--- config.mk ---
export PLATFORM = sky130hd
export DESIGN_NAME = fes_erase_host
export DESIGN_NICKNAME = d
export VERILOG_FILES = /design/src/pkg/fes_pkg.sv /design/src/design/fes_bus_cycle.sv /design/src/design/fes_erase_host.sv
export SDC_FILE = /design/constraint.sdc
export NUM_CORES = 1
export LEC_CHECK = 0
export BUFFER_PORTS_ARGS = -buffer_cell sky130_fd_sc_hd__buf_2
export CELL_PAD_IN_SITES_DETAIL_PLACEMENT = 0
export CELL_PAD_IN_SITES_GLOBAL_PLACEMENT = 1
export CORE_ASPECT_RATIO = 0.7
export CORE_MARGIN = 5
export CORE_UTILIZATION = 32
export CTS_BUF_LIST = sky130_fd_sc_hd__clkbuf_4 sky130_fd_sc_hd__clkbuf_8 sky130_fd_sc_hd__clkbuf_16
export DETAILED_ROUTE_END_ITERATION = 8
export PLACE_DENSITY_LB_ADDON = 0.1
export SLEW_MARGIN = 30
export SYNTH_ARGS = -nofsm -noshare
export SYNTH_HDL_FRONTEND = slang
export SYNTH_SLANG_ARGS = --single-unit
--- constraint.sdc ---
create_clock -name ref_clk_i -period 2.35 [get_ports ref_clk_i]
set_clock_uncertainty 0.1 [all_clocks]
set_input_delay 0.47 -clock ref_clk_i [delete_from_list [all_inputs] [get_ports ref_clk_i]]
set_output_delay 0.47 -clock ref_clk_i [all_outputs]
set_load 0.02 [all_outputs]
--- src/pkg/fes_pkg.sv ---
package fes_pkg;

	// ==============================
	// Command codes written to the flash
	localparam logic [7:0] CMD_READ_STATUS  = 8'h70;
	localparam logic [7:0] CMD_CLEAR_STATUS = 8'h50;
	localparam logic [7:0] CMD_BLOCK_SETUP  = 8'h20;
	localparam logic [7:0] CMD_CHIP_SETUP   = 8'h30;
	localparam logic [7:0] CMD_CONFIRM      = 8'hD0;
	localparam logic [7:0] CMD_READ_ARRAY   = 8'hFF;

	// ==============================
	// Operation status bit positions
	localparam int ST_READY_BIT    = 7;
	localparam int ST_ESUSP_BIT    = 6;
	localparam int ST_EFAIL_BIT    = 5;
	localparam int ST_PFAIL_BIT    = 4;
	localparam int ST_SUPPLY_BIT   = 3;
	localparam int ST_PSUSP_BIT    = 2;
	localparam int ST_PROTECT_BIT  = 1;
	localparam logic [7:0] ST_POLL_MASK = 8'hFE;

	// ==============================
	// Bus timing, in ns and in 100 ns cycles
	localparam int CLK_PERIOD_NS  = 100;
	localparam int BUS_PULSE_NS   = 100;
	localparam int BUS_PULSE_CYC  = (BUS_PULSE_NS + CLK_PERIOD_NS - 1) / CLK_PERIOD_NS;

	// ==============================
	// Result codes reported to the user
	typedef enum logic [2:0] {
		RES_OK      = 3'b000,
		RES_SUPPLY  = 3'b001,
		RES_PROTECT = 3'b010,
		RES_SEQ     = 3'b011,
		RES_ERASE   = 3'b100
	} fes_result_t;

	// ==============================
	// Bus cycle kinds
	typedef enum logic [1:0] {
		BC_WRITE = 2'b01,
		BC_READ  = 2'b10
	} fes_cycle_t;

endpackage

--- src/design/fes_bus_cycle.sv ---
`timescale 1ns/1ps
// ==============================
// One write or read cycle on the flash pins
module fes_bus_cycle
	import fes_pkg::*;
#(
	parameter int PULSE_CYC = BUS_PULSE_CYC,
	parameter int AW        = 20
) (
	input  wire logic             ref_clk_i,
	input  wire logic             srst_i,
	input  wire logic             start_i,
	input  wire fes_cycle_t       kind_i,
	input  wire logic [AW-1:0]    addr_i,
	input  wire logic [7:0]       wdata_i,
	output logic                  done_o,
	output logic [7:0]            rdata_o,
	output logic [AW-1:0]         addr_o,
	output logic                  ce_n_o,
	output logic                  we_n_o,
	output logic                  oe_n_o,
	output logic [7:0]            dq_o,
	output logic                  dq_oe_o,
	input  wire logic [7:0]       dq_i
);
	initial begin
		if (PULSE_CYC < 1 || PULSE_CYC > 255) begin
			$error("PULSE_CYC out of range");
		end
	end

	logic [7:0] cnt_ff;
	logic       act_ff;
	logic       rd_ff;

	always_ff @(posedge ref_clk_i) begin
		if (srst_i) begin
			act_ff  <= 1'b0;
			rd_ff   <= 1'b0;
			cnt_ff  <= 8'h00;
			addr_o  <= '0;
			dq_o    <= 8'h00;
			dq_oe_o <= 1'b0;
			ce_n_o  <= 1'b1;
			we_n_o  <= 1'b1;
			oe_n_o  <= 1'b1;
			rdata_o <= 8'h00;
			done_o  <= 1'b0;
		end else begin
			done_o <= 1'b0;
			if (!act_ff && start_i) begin
				act_ff  <= 1'b1;
				rd_ff   <= (kind_i == BC_READ);
				cnt_ff  <= 8'(PULSE_CYC);
				addr_o  <= addr_i;
				dq_o    <= wdata_i;
				dq_oe_o <= (kind_i == BC_WRITE);
				ce_n_o  <= 1'b0;
				we_n_o  <= (kind_i != BC_WRITE);
				oe_n_o  <= (kind_i != BC_READ);
			end else if (act_ff) begin
				if (cnt_ff == 8'h00) begin
					// Data latched on the rising strobe edge
					act_ff  <= 1'b0;
					ce_n_o  <= 1'b1;
					we_n_o  <= 1'b1;
					oe_n_o  <= 1'b1;
					dq_oe_o <= 1'b0;
					done_o  <= 1'b1;
					if (rd_ff) begin
						rdata_o <= dq_i;
					end
				end else begin
					cnt_ff <= cnt_ff - 8'h01;
				end
			end
		end
	end
endmodule

--- src/design/fes_erase_host.sv ---
`timescale 1ns/1ps
// What this block does
// - Write 70H, read status, wait for bit 7 set meaning ready.
// - Host masks reserved bit 0 out of every status comparison.
// - Block erase: 20H anywhere, then D0H inside the target block.
// - Chip erase: 30H then D0H at any address; check afterwards.
// - Block erases may run back to back; check per erase or once.
// - After the final erase write FFH to return to array read.
// - Check supply, then protect, then sequence, then erase error.
// - On any error clear status before anything else.
module fes_erase_host
	import fes_pkg::*;
#(
	parameter int AW = 20
) (
	input  wire logic             ref_clk_i,
	input  wire logic             srst_i,
	input  wire logic             op_start_i,
	input  wire logic             op_chip_i,
	input  wire logic [AW-1:0]    op_addr_i,
	input  wire logic             op_check_i,
	input  wire logic             op_last_i,
	output logic                  op_ready_o,
	output logic                  op_done_o,
	output fes_result_t           op_result_o,
	output logic [7:0]            op_status_o,
	output logic                  op_suspended_o,
	input  wire logic             ready_busy_i,
	output logic [AW-1:0]         flash_addr_o,
	output logic                  flash_ce_n_o,
	output logic                  flash_we_n_o,
	output logic                  flash_oe_n_o,
	output logic [7:0]            flash_dq_o,
	output logic                  flash_dq_oe_o,
	input  wire logic [7:0]       flash_dq_i
);
	initial begin
		if (AW < 1 || AW > 32) begin
			$error("AW out of range");
		end
	end

	// ==============================
	// State machine
	typedef enum logic [3:0] {
		S_IDLE    = 4'b0000,
		S_RSTAT   = 4'b0001,
		S_RPOLL0  = 4'b0010,
		S_SETUP   = 4'b0011,
		S_CONFIRM = 4'b0100,
		S_POLL    = 4'b0101,
		S_CHECK   = 4'b0110,
		S_CLEAR   = 4'b0111,
		S_ARRAY   = 4'b1000,
		S_FINISH  = 4'b1001
	} fes_state_t;

	fes_state_t      state_ff;
	fes_state_t      nxt_state;
	logic            chip_ff;
	logic            check_ff;
	logic            last_ff;
	logic [AW-1:0]   addr_ff;
	fes_result_t     result_ff;
	logic            issued_ff;

	logic            bc_start;
	fes_cycle_t      bc_kind;
	logic [AW-1:0]   bc_addr;
	logic [7:0]      bc_wdata;
	logic            bc_done;
	logic [7:0]      bc_rdata;

	// Reserved bit 0 never takes part in a comparison
	function automatic logic [7:0] masked(input logic [7:0] s);
		masked = s & ST_POLL_MASK;
	endfunction

	// Fixed order of the full status check
	function automatic fes_result_t classify(input logic [7:0] s);
		logic [7:0] m;
		m = masked(s);
		if (m[ST_SUPPLY_BIT]) begin
			classify = RES_SUPPLY;
		end else if (m[ST_PROTECT_BIT]) begin
			classify = RES_PROTECT;
		end else if (m[ST_PFAIL_BIT] && m[ST_EFAIL_BIT]) begin
			classify = RES_SEQ;
		end else if (m[ST_EFAIL_BIT]) begin
			classify = RES_ERASE;
		end else begin
			classify = RES_OK;
		end
	endfunction

	// ==============================
	// Pin cycle engine
	fes_bus_cycle #(
		.PULSE_CYC (BUS_PULSE_CYC),
		.AW        (AW)
	) u_cycle (
		.ref_clk_i (ref_clk_i),
		.srst_i    (srst_i),
		.start_i   (bc_start),
		.kind_i    (bc_kind),
		.addr_i    (bc_addr),
		.wdata_i   (bc_wdata),
		.done_o    (bc_done),
		.rdata_o   (bc_rdata),
		.addr_o    (flash_addr_o),
		.ce_n_o    (flash_ce_n_o),
		.we_n_o    (flash_we_n_o),
		.oe_n_o    (flash_oe_n_o),
		.dq_o      (flash_dq_o),
		.dq_oe_o   (flash_dq_oe_o),
		.dq_i      (flash_dq_i)
	);

	// ==============================
	// Cycle requests per state
	always_comb begin
		bc_kind  = BC_WRITE;
		bc_addr  = '0;
		bc_wdata = 8'h00;
		case (state_ff)
			S_RSTAT: begin
				bc_wdata = CMD_READ_STATUS;
			end
			S_RPOLL0, S_POLL: begin
				bc_kind = BC_READ;
			end
			S_SETUP: begin
				bc_wdata = chip_ff ? CMD_CHIP_SETUP : CMD_BLOCK_SETUP;
			end
			S_CONFIRM: begin
				bc_wdata = CMD_CONFIRM;
				bc_addr  = chip_ff ? '0 : addr_ff;
			end
			S_CLEAR: begin
				bc_wdata = CMD_CLEAR_STATUS;
			end
			S_ARRAY: begin
				bc_wdata = CMD_READ_ARRAY;
			end
			default: begin
				bc_wdata = 8'h00;
			end
		endcase
	end

	assign bc_start = !issued_ff && (state_ff != S_IDLE) && (state_ff != S_CHECK)
		&& (state_ff != S_FINISH);

	always_ff @(posedge ref_clk_i) begin
		if (srst_i) begin
			issued_ff <= 1'b0;
		end else if (bc_done) begin
			issued_ff <= 1'b0;
		end else if (bc_start) begin
			issued_ff <= 1'b1;
		end
	end

	// ==============================
	// Sequencing
	always_comb begin
		nxt_state = state_ff;
		case (state_ff)
			S_IDLE: begin
				if (op_start_i) begin
					nxt_state = S_RSTAT;
				end
			end
			S_RSTAT: begin
				if (bc_done) begin
					nxt_state = S_RPOLL0;
				end
			end
			S_RPOLL0: begin
				if (bc_done && bc_rdata[ST_READY_BIT]) begin
					nxt_state = S_SETUP;
				end
			end
			S_SETUP: begin
				if (bc_done) begin
					nxt_state = S_CONFIRM;
				end
			end
			S_CONFIRM: begin
				if (bc_done) begin
					nxt_state = S_POLL;
				end
			end
			S_POLL: begin
				// ready pin and bit 7 agree
				if (bc_done && bc_rdata[ST_READY_BIT] && ready_busy_i) begin
					nxt_state = S_CHECK;
				end
			end
			S_CHECK: begin
				if (check_ff && classify(op_status_o) != RES_OK) begin
					nxt_state = S_CLEAR;
				end else if (last_ff) begin
					nxt_state = S_ARRAY;
				end else begin
					nxt_state = S_FINISH;
				end
			end
			S_CLEAR: begin
				if (bc_done) begin
					nxt_state = last_ff ? S_ARRAY : S_FINISH;
				end
			end
			S_ARRAY: begin
				if (bc_done) begin
					nxt_state = S_FINISH;
				end
			end
			S_FINISH: begin
				nxt_state = S_IDLE;
			end
			default: begin
				nxt_state = S_IDLE;
			end
		endcase
	end

	always_ff @(posedge ref_clk_i) begin
		if (srst_i) begin
			state_ff <= S_IDLE;
		end else begin
			state_ff <= nxt_state;
		end
	end

	always_ff @(posedge ref_clk_i) begin
		if (srst_i) begin
			chip_ff  <= 1'b0;
			check_ff <= 1'b0;
			last_ff  <= 1'b0;
			addr_ff  <= '0;
		end else if (state_ff == S_IDLE && op_start_i) begin
			chip_ff  <= op_chip_i;
			// Chip erase always gets its check
			check_ff <= op_check_i || op_chip_i;
			last_ff  <= op_last_i;
			addr_ff  <= op_addr_i;
		end
	end

	// ==============================
	// Status and results
	always_ff @(posedge ref_clk_i) begin
		if (srst_i) begin
			op_status_o    <= 8'h00;
			op_suspended_o <= 1'b0;
		end else if (state_ff == S_POLL && bc_done) begin
			// sticky bits are reported as read
			op_status_o    <= masked(bc_rdata);
			op_suspended_o <= bc_rdata[ST_ESUSP_BIT] | bc_rdata[ST_PSUSP_BIT];
		end
	end

	always_ff @(posedge ref_clk_i) begin
		if (srst_i) begin
			result_ff <= RES_OK;
		end else if (state_ff == S_CHECK) begin
			result_ff <= check_ff ? classify(op_status_o) : RES_OK;
		end
	end

	assign op_result_o = result_ff;
	assign op_done_o   = (state_ff == S_FINISH);
	assign op_ready_o  = (state_ff == S_IDLE);
endmodule

==> out/summary.md <==
At the end of the flow, the number of nets in the layout was 503. The first routing iteration left 132 violations. For met1 alone, demand over resource in global routing was 18.6%. In the global route stage, met2 resource usage came out at 20.3%. Overall power consumption after layout is estimated at 4.60 mW. Summing the areas of all xor and xnor instances in the mapped netlist gives 2.56% of the synthesized area. In this run the deepest clock path goes through 2 buffers. The clock reaches the later pin of the worst-skew pair after 340 ps.

The Yosys warning count came out at 0. Summing every instance area after synthesis gives 3420 um^2. The ratio of routed vias to standard cells is 4.84.

The setup slack of the worst register-to-register path came out at 270 ps. For this design, the sink count on the clock tree is 86. The netlist uses 42 different library cells. Once layout is done, the placed cells without fillers occupy 4220 um^2.

In the routed design, unresolved DRC markers number 0. Critical path endpoint category: an output pin. Setup repair after global routing left no endpoint under its margin. Relative to the synthesized area, the layout overhead comes to 23.6%. Fill cells in the final layout number 1067. For this run, the detailed router's first-pass iteration total came to 4. The final period demand of the worst path was 2090 ps; the worst hold path cell count was 3.

After clock tree synthesis, the clock-pin slew on the worst setup and hold paths is 70 ps. Leaving out fill and tap cells, the most frequent cell in the layout is sky130_fd_sc_hd__dfxtp_1. For this design the ratio of total power to cell area is 1090 nW/um^2. For the residual antenna-violating net count after detailed routing, the log shows 0. For the final routed database, the setup TNS stands at 0 ps. The logs give 32.9% for the starting utilization of the core area and 0 for the remaining global-route overflow. The maximum clock frequency was 478 MHz. The vertical die dimension was 96.5 um. The worst register-to-register path begins at state_ff[0]. The destination of the worst hold path was addr_ff[10]. 81 I/O pins were placed. The path type of the worst setup path was reg -> out. For the critical path data arrival time, the log shows 1520 ps. The number of cells on the worst reg-to-reg path is 6. Measured slew at the worst slew-check pin: 565 ps. Across the whole layout, storage elements account for 1720 um^2. For this run, global-route usage on met3 was measured as 4.61%.

The final core area utilization came out at 40.6%. The tools report the TritonCTS buffer count as 9. Buffers placed on the I/O ports in this run total 78. The synthesized netlist devotes 0.366% of its cell area to adder and majority cells.

The run gives 0 as the number of endpoints with negative hold slack in the final report. The routed via count was 2926; the post-detailed-route wirelength per cell was 14.4 um. The multi-input combinational cells in the finished layout cover a total of 1500 um^2.

The tool flagged a number of max-cap violations equal to 0. Of the total synthesized cell area, the portion taken by AND, OR, NAND and NOR gates is 20.9%. The share of final-layout standard cells stronger than drive strength 1 was 25.4%. Hold path startpoint: op_addr_i[10]. Number of setup violations in the final report: 0.

Summed over all cells, the static leakage comes to 1.83 nW. The synthesized netlist devotes 17.2% of its cell area to compound gates. TritonCTS built the clock tree.

In the finished design, the share of the clock period the worst path needs comes to 89.0%. The run gives 0.826 as the final RePlAce weighted congestion. The hold-fix buffer count after cts is 0, and the number of H-tree levels is 3. The number of synthesized register bits was 86.

The startpoint class of the critical path was a flip-flop. In this run, post-CTS repair resized a total of 0 instances. The repair_antennas step left the layout with diodes totalling 0. The path class of the tightest hold or removal check is in -> reg. The flow ran to the end, and the final reports show no timing, DRC or antenna violations.

The main combinational cell family by area after synthesis is simple AND/OR/NAND/NOR gates. Entering global routing, the biggest net connects 24 pins. Multiplexer cells account for 2.67% of the synthesized area. Largest vdd supply drop: 402 uV. Once placement finished, the instance area stood at 3930 um^2.

From left edge to right edge, the die measures 134 um. The number of max-slew violations in the final report came out at 0. The run gives 62.2% as the worst max-slew margin expressed relative to the limit. Synthesis produced a netlist with a net count of 431. The tools report the all-layer global routing usage as 13.7%. Most heavily used metal layer in global routing: met2. The first global-routing pass estimated 13800 um of wire.

Overall routed net length: 8720 um. The overall die area was 12900 um^2; the synthesized netlist cell count was 395. For the worst setup path, the data required time is 1780 ps. The tools report the initial antenna violation count as 0. CTS placed an instance of sky130_fd_sc_hd__clkbuf_16 at the clock tree root. The logs give 0 for the post-CTS setup buffer count and 10400 um^2 for the core area. For the number of global-route vias before repair, the log shows 2727.

The tools report the capturing point of the worst reg2reg path as state_ff[1]. The proportion of synthesized chip area in sequential cells was 50.4%. In this run the worst path has a maximum fanout of 8. The initialized floorplan defines 31 standard-cell rows. The top cell types in the final layout, fill and taps aside, are 86 x sky130_fd_sc_hd__dfxtp_1, 78 x sky130_fd_sc_hd__buf_2, 74 x sky130_fd_sc_hd__nand2_1.

Dividing the synthesized area by the synthesized cell count gives 8.65 um^2. Estimated wirelength of the detail-placed design: 6040 um.
final cells by class:
class / count / area share [%]
inverters: 9 / 0.800
clock inverters: 7 / 1.72
repair buffers: 93 / 11.9
clock buffers: 9 / 5.33
multi-input cells: 268 / 35.6
well taps: 132 / 3.91
flip-flops and latches: 86 / 40.8
worst max path at each step:
stage | startpoint | end | slack [ps]
2_1_floorplan | state_ff[2] | addr_ff[3] | 440
3_3_place_gp | state_ff[1] | u_cycle.oe_n_o | 340
3_5_place_dp | state_ff[0] | state_ff[1] | 310
4_1_cts | state_ff[1] | op_ready_o | 240
5_1_grt | state_ff[0] | state_ff[2] | 140
6_report | state_ff[1] | op_ready_o | 260
critical path, stage by stage, from the launching register on:
cell                      delay [ps]
sky130_fd_sc_hd__dfxtp_1         390
sky130_fd_sc_hd__buf_4           200
sky130_fd_sc_hd__buf_4           150
sky130_fd_sc_hd__nor4_2          200
sky130_fd_sc_hd__buf_2           230
where the power goes:
group	internal (mW)	switching, mW
clock network	0.828	0.611
logic	0.519	0.841
registers	1.64	0.158
layer usage:
metal,share of wire (%),vias to the layer above
met1,51,1350
met5,0,-
li1,-,1495
met2,42,74
met3,6.0,7
met4,1.1,0
per-stage QoR:
| stage | setup WS [ps] | std cells | hold WS (ps) |
|---|---|---|---|
| 2_1_floorplan | 444 | 395 | 336 |
| 3_3_place_gp | 339 | 588 | 329 |
| 3_5_place_dp | 314 | 588 | 334 |
| 4_1_cts | 237 | 604 | 254 |
| 5_1_grt | 145 | 604 | 263 |
| 6_report | 258 | 604 | 267 |
cell usage after synthesis:
cell type / n / share of area (%)
sky130_fd_sc_hd__and2_1: 1 / 0.18
sky130_fd_sc_hd__nand3b_1: 1 / 0.22
sky130_fd_sc_hd__o31a_1: 1 / 0.26
sky130_fd_sc_hd__nand4_1: 2 / 0.37
sky130_fd_sc_hd__ha_1: 1 / 0.37
sky130_fd_sc_hd__o32ai_1: 2 / 0.51
sky130_fd_sc_hd__dfxtp_1: 86 / 50
sky130_fd_sc_hd__buf_2: 12 / 1.8
sky130_fd_sc_hd__clkbuf_1: 12 / 1.3
sky130_fd_sc_hd__nor2_1: 34 / 3.7
sky130_fd_sc_hd__inv_2: 3 / 0.33
sky130_fd_sc_hd__a31oi_1: 1 / 0.18
sky130_fd_sc_hd__nor3_1: 8 / 1.2
sky130_fd_sc_hd__a2bb2oi_1: 1 / 0.26
sky130_fd_sc_hd__nand2_1: 74 / 8.1
sky130_fd_sc_hd__nand4_2: 1 / 0.37
sky130_fd_sc_hd__nand2b_1: 7 / 1.3
sky130_fd_sc_hd__o211ai_1: 1 / 0.22
sky130_fd_sc_hd__buf_4: 8 / 1.8
sky130_fd_sc_hd__nor4_1: 4 / 0.73
sky130_fd_sc_hd__nor2b_4: 1 / 0.40
sky130_fd_sc_hd__a211oi_1: 3 / 0.66
sky130_fd_sc_hd__o21ai_1: 1 / 0.15
sky130_fd_sc_hd__xnor2_1: 5 / 1.3
sky130_fd_sc_hd__o31ai_1: 2 / 0.44
sky130_fd_sc_hd__inv_1: 6 / 0.66
sky130_fd_sc_hd__nor2b_1: 3 / 0.55
sky130_fd_sc_hd__mux2_2: 1 / 0.33
sky130_fd_sc_hd__a21oi_1: 46 / 6.7
sky130_fd_sc_hd__or4_1: 2 / 0.44
sky130_fd_sc_hd__xor2_1: 5 / 1.3
sky130_fd_sc_hd__a22o_1: 20 / 5.1
sky130_fd_sc_hd__mux2i_1: 8 / 2.3
sky130_fd_sc_hd__a211o_1: 3 / 0.77
sky130_fd_sc_hd__or4_4: 1 / 0.33
sky130_fd_sc_hd__o211a_1: 1 / 0.29
sky130_fd_sc_hd__conb_1: 1 / 0.11
sky130_fd_sc_hd__o21ai_0: 5 / 0.73
sky130_fd_sc_hd__nand3_1: 14 / 2.1
sky130_fd_sc_hd__a21o_1: 4 / 0.88
sky130_fd_sc_hd__or2_2: 1 / 0.18
sky130_fd_sc_hd__nor4_2: 2 / 0.73
flip-flops by register name (all words and copies together) (netlist names), 3 cells and up:
name             count
u_cycle.addr_o      20
u_cycle.rdata_o      7
op_result_o          3
u_cycle.dq_o         5
addr_ff             20
state_ff             4
op_status_o          7
u_cycle.cnt_ff       8
cell families after synthesis:
group / count (synthesis)
flip-flops: 86
other: 1
XOR/XNOR: 10
multiplexers: 9
adder cells (fa/ha/maj): 1
buffers and inverters: 41
AND/OR/NAND/NOR: 156
AO/OA/AOI/OAI: 91
Note: power is estimated with default switching activity, not from simulation.
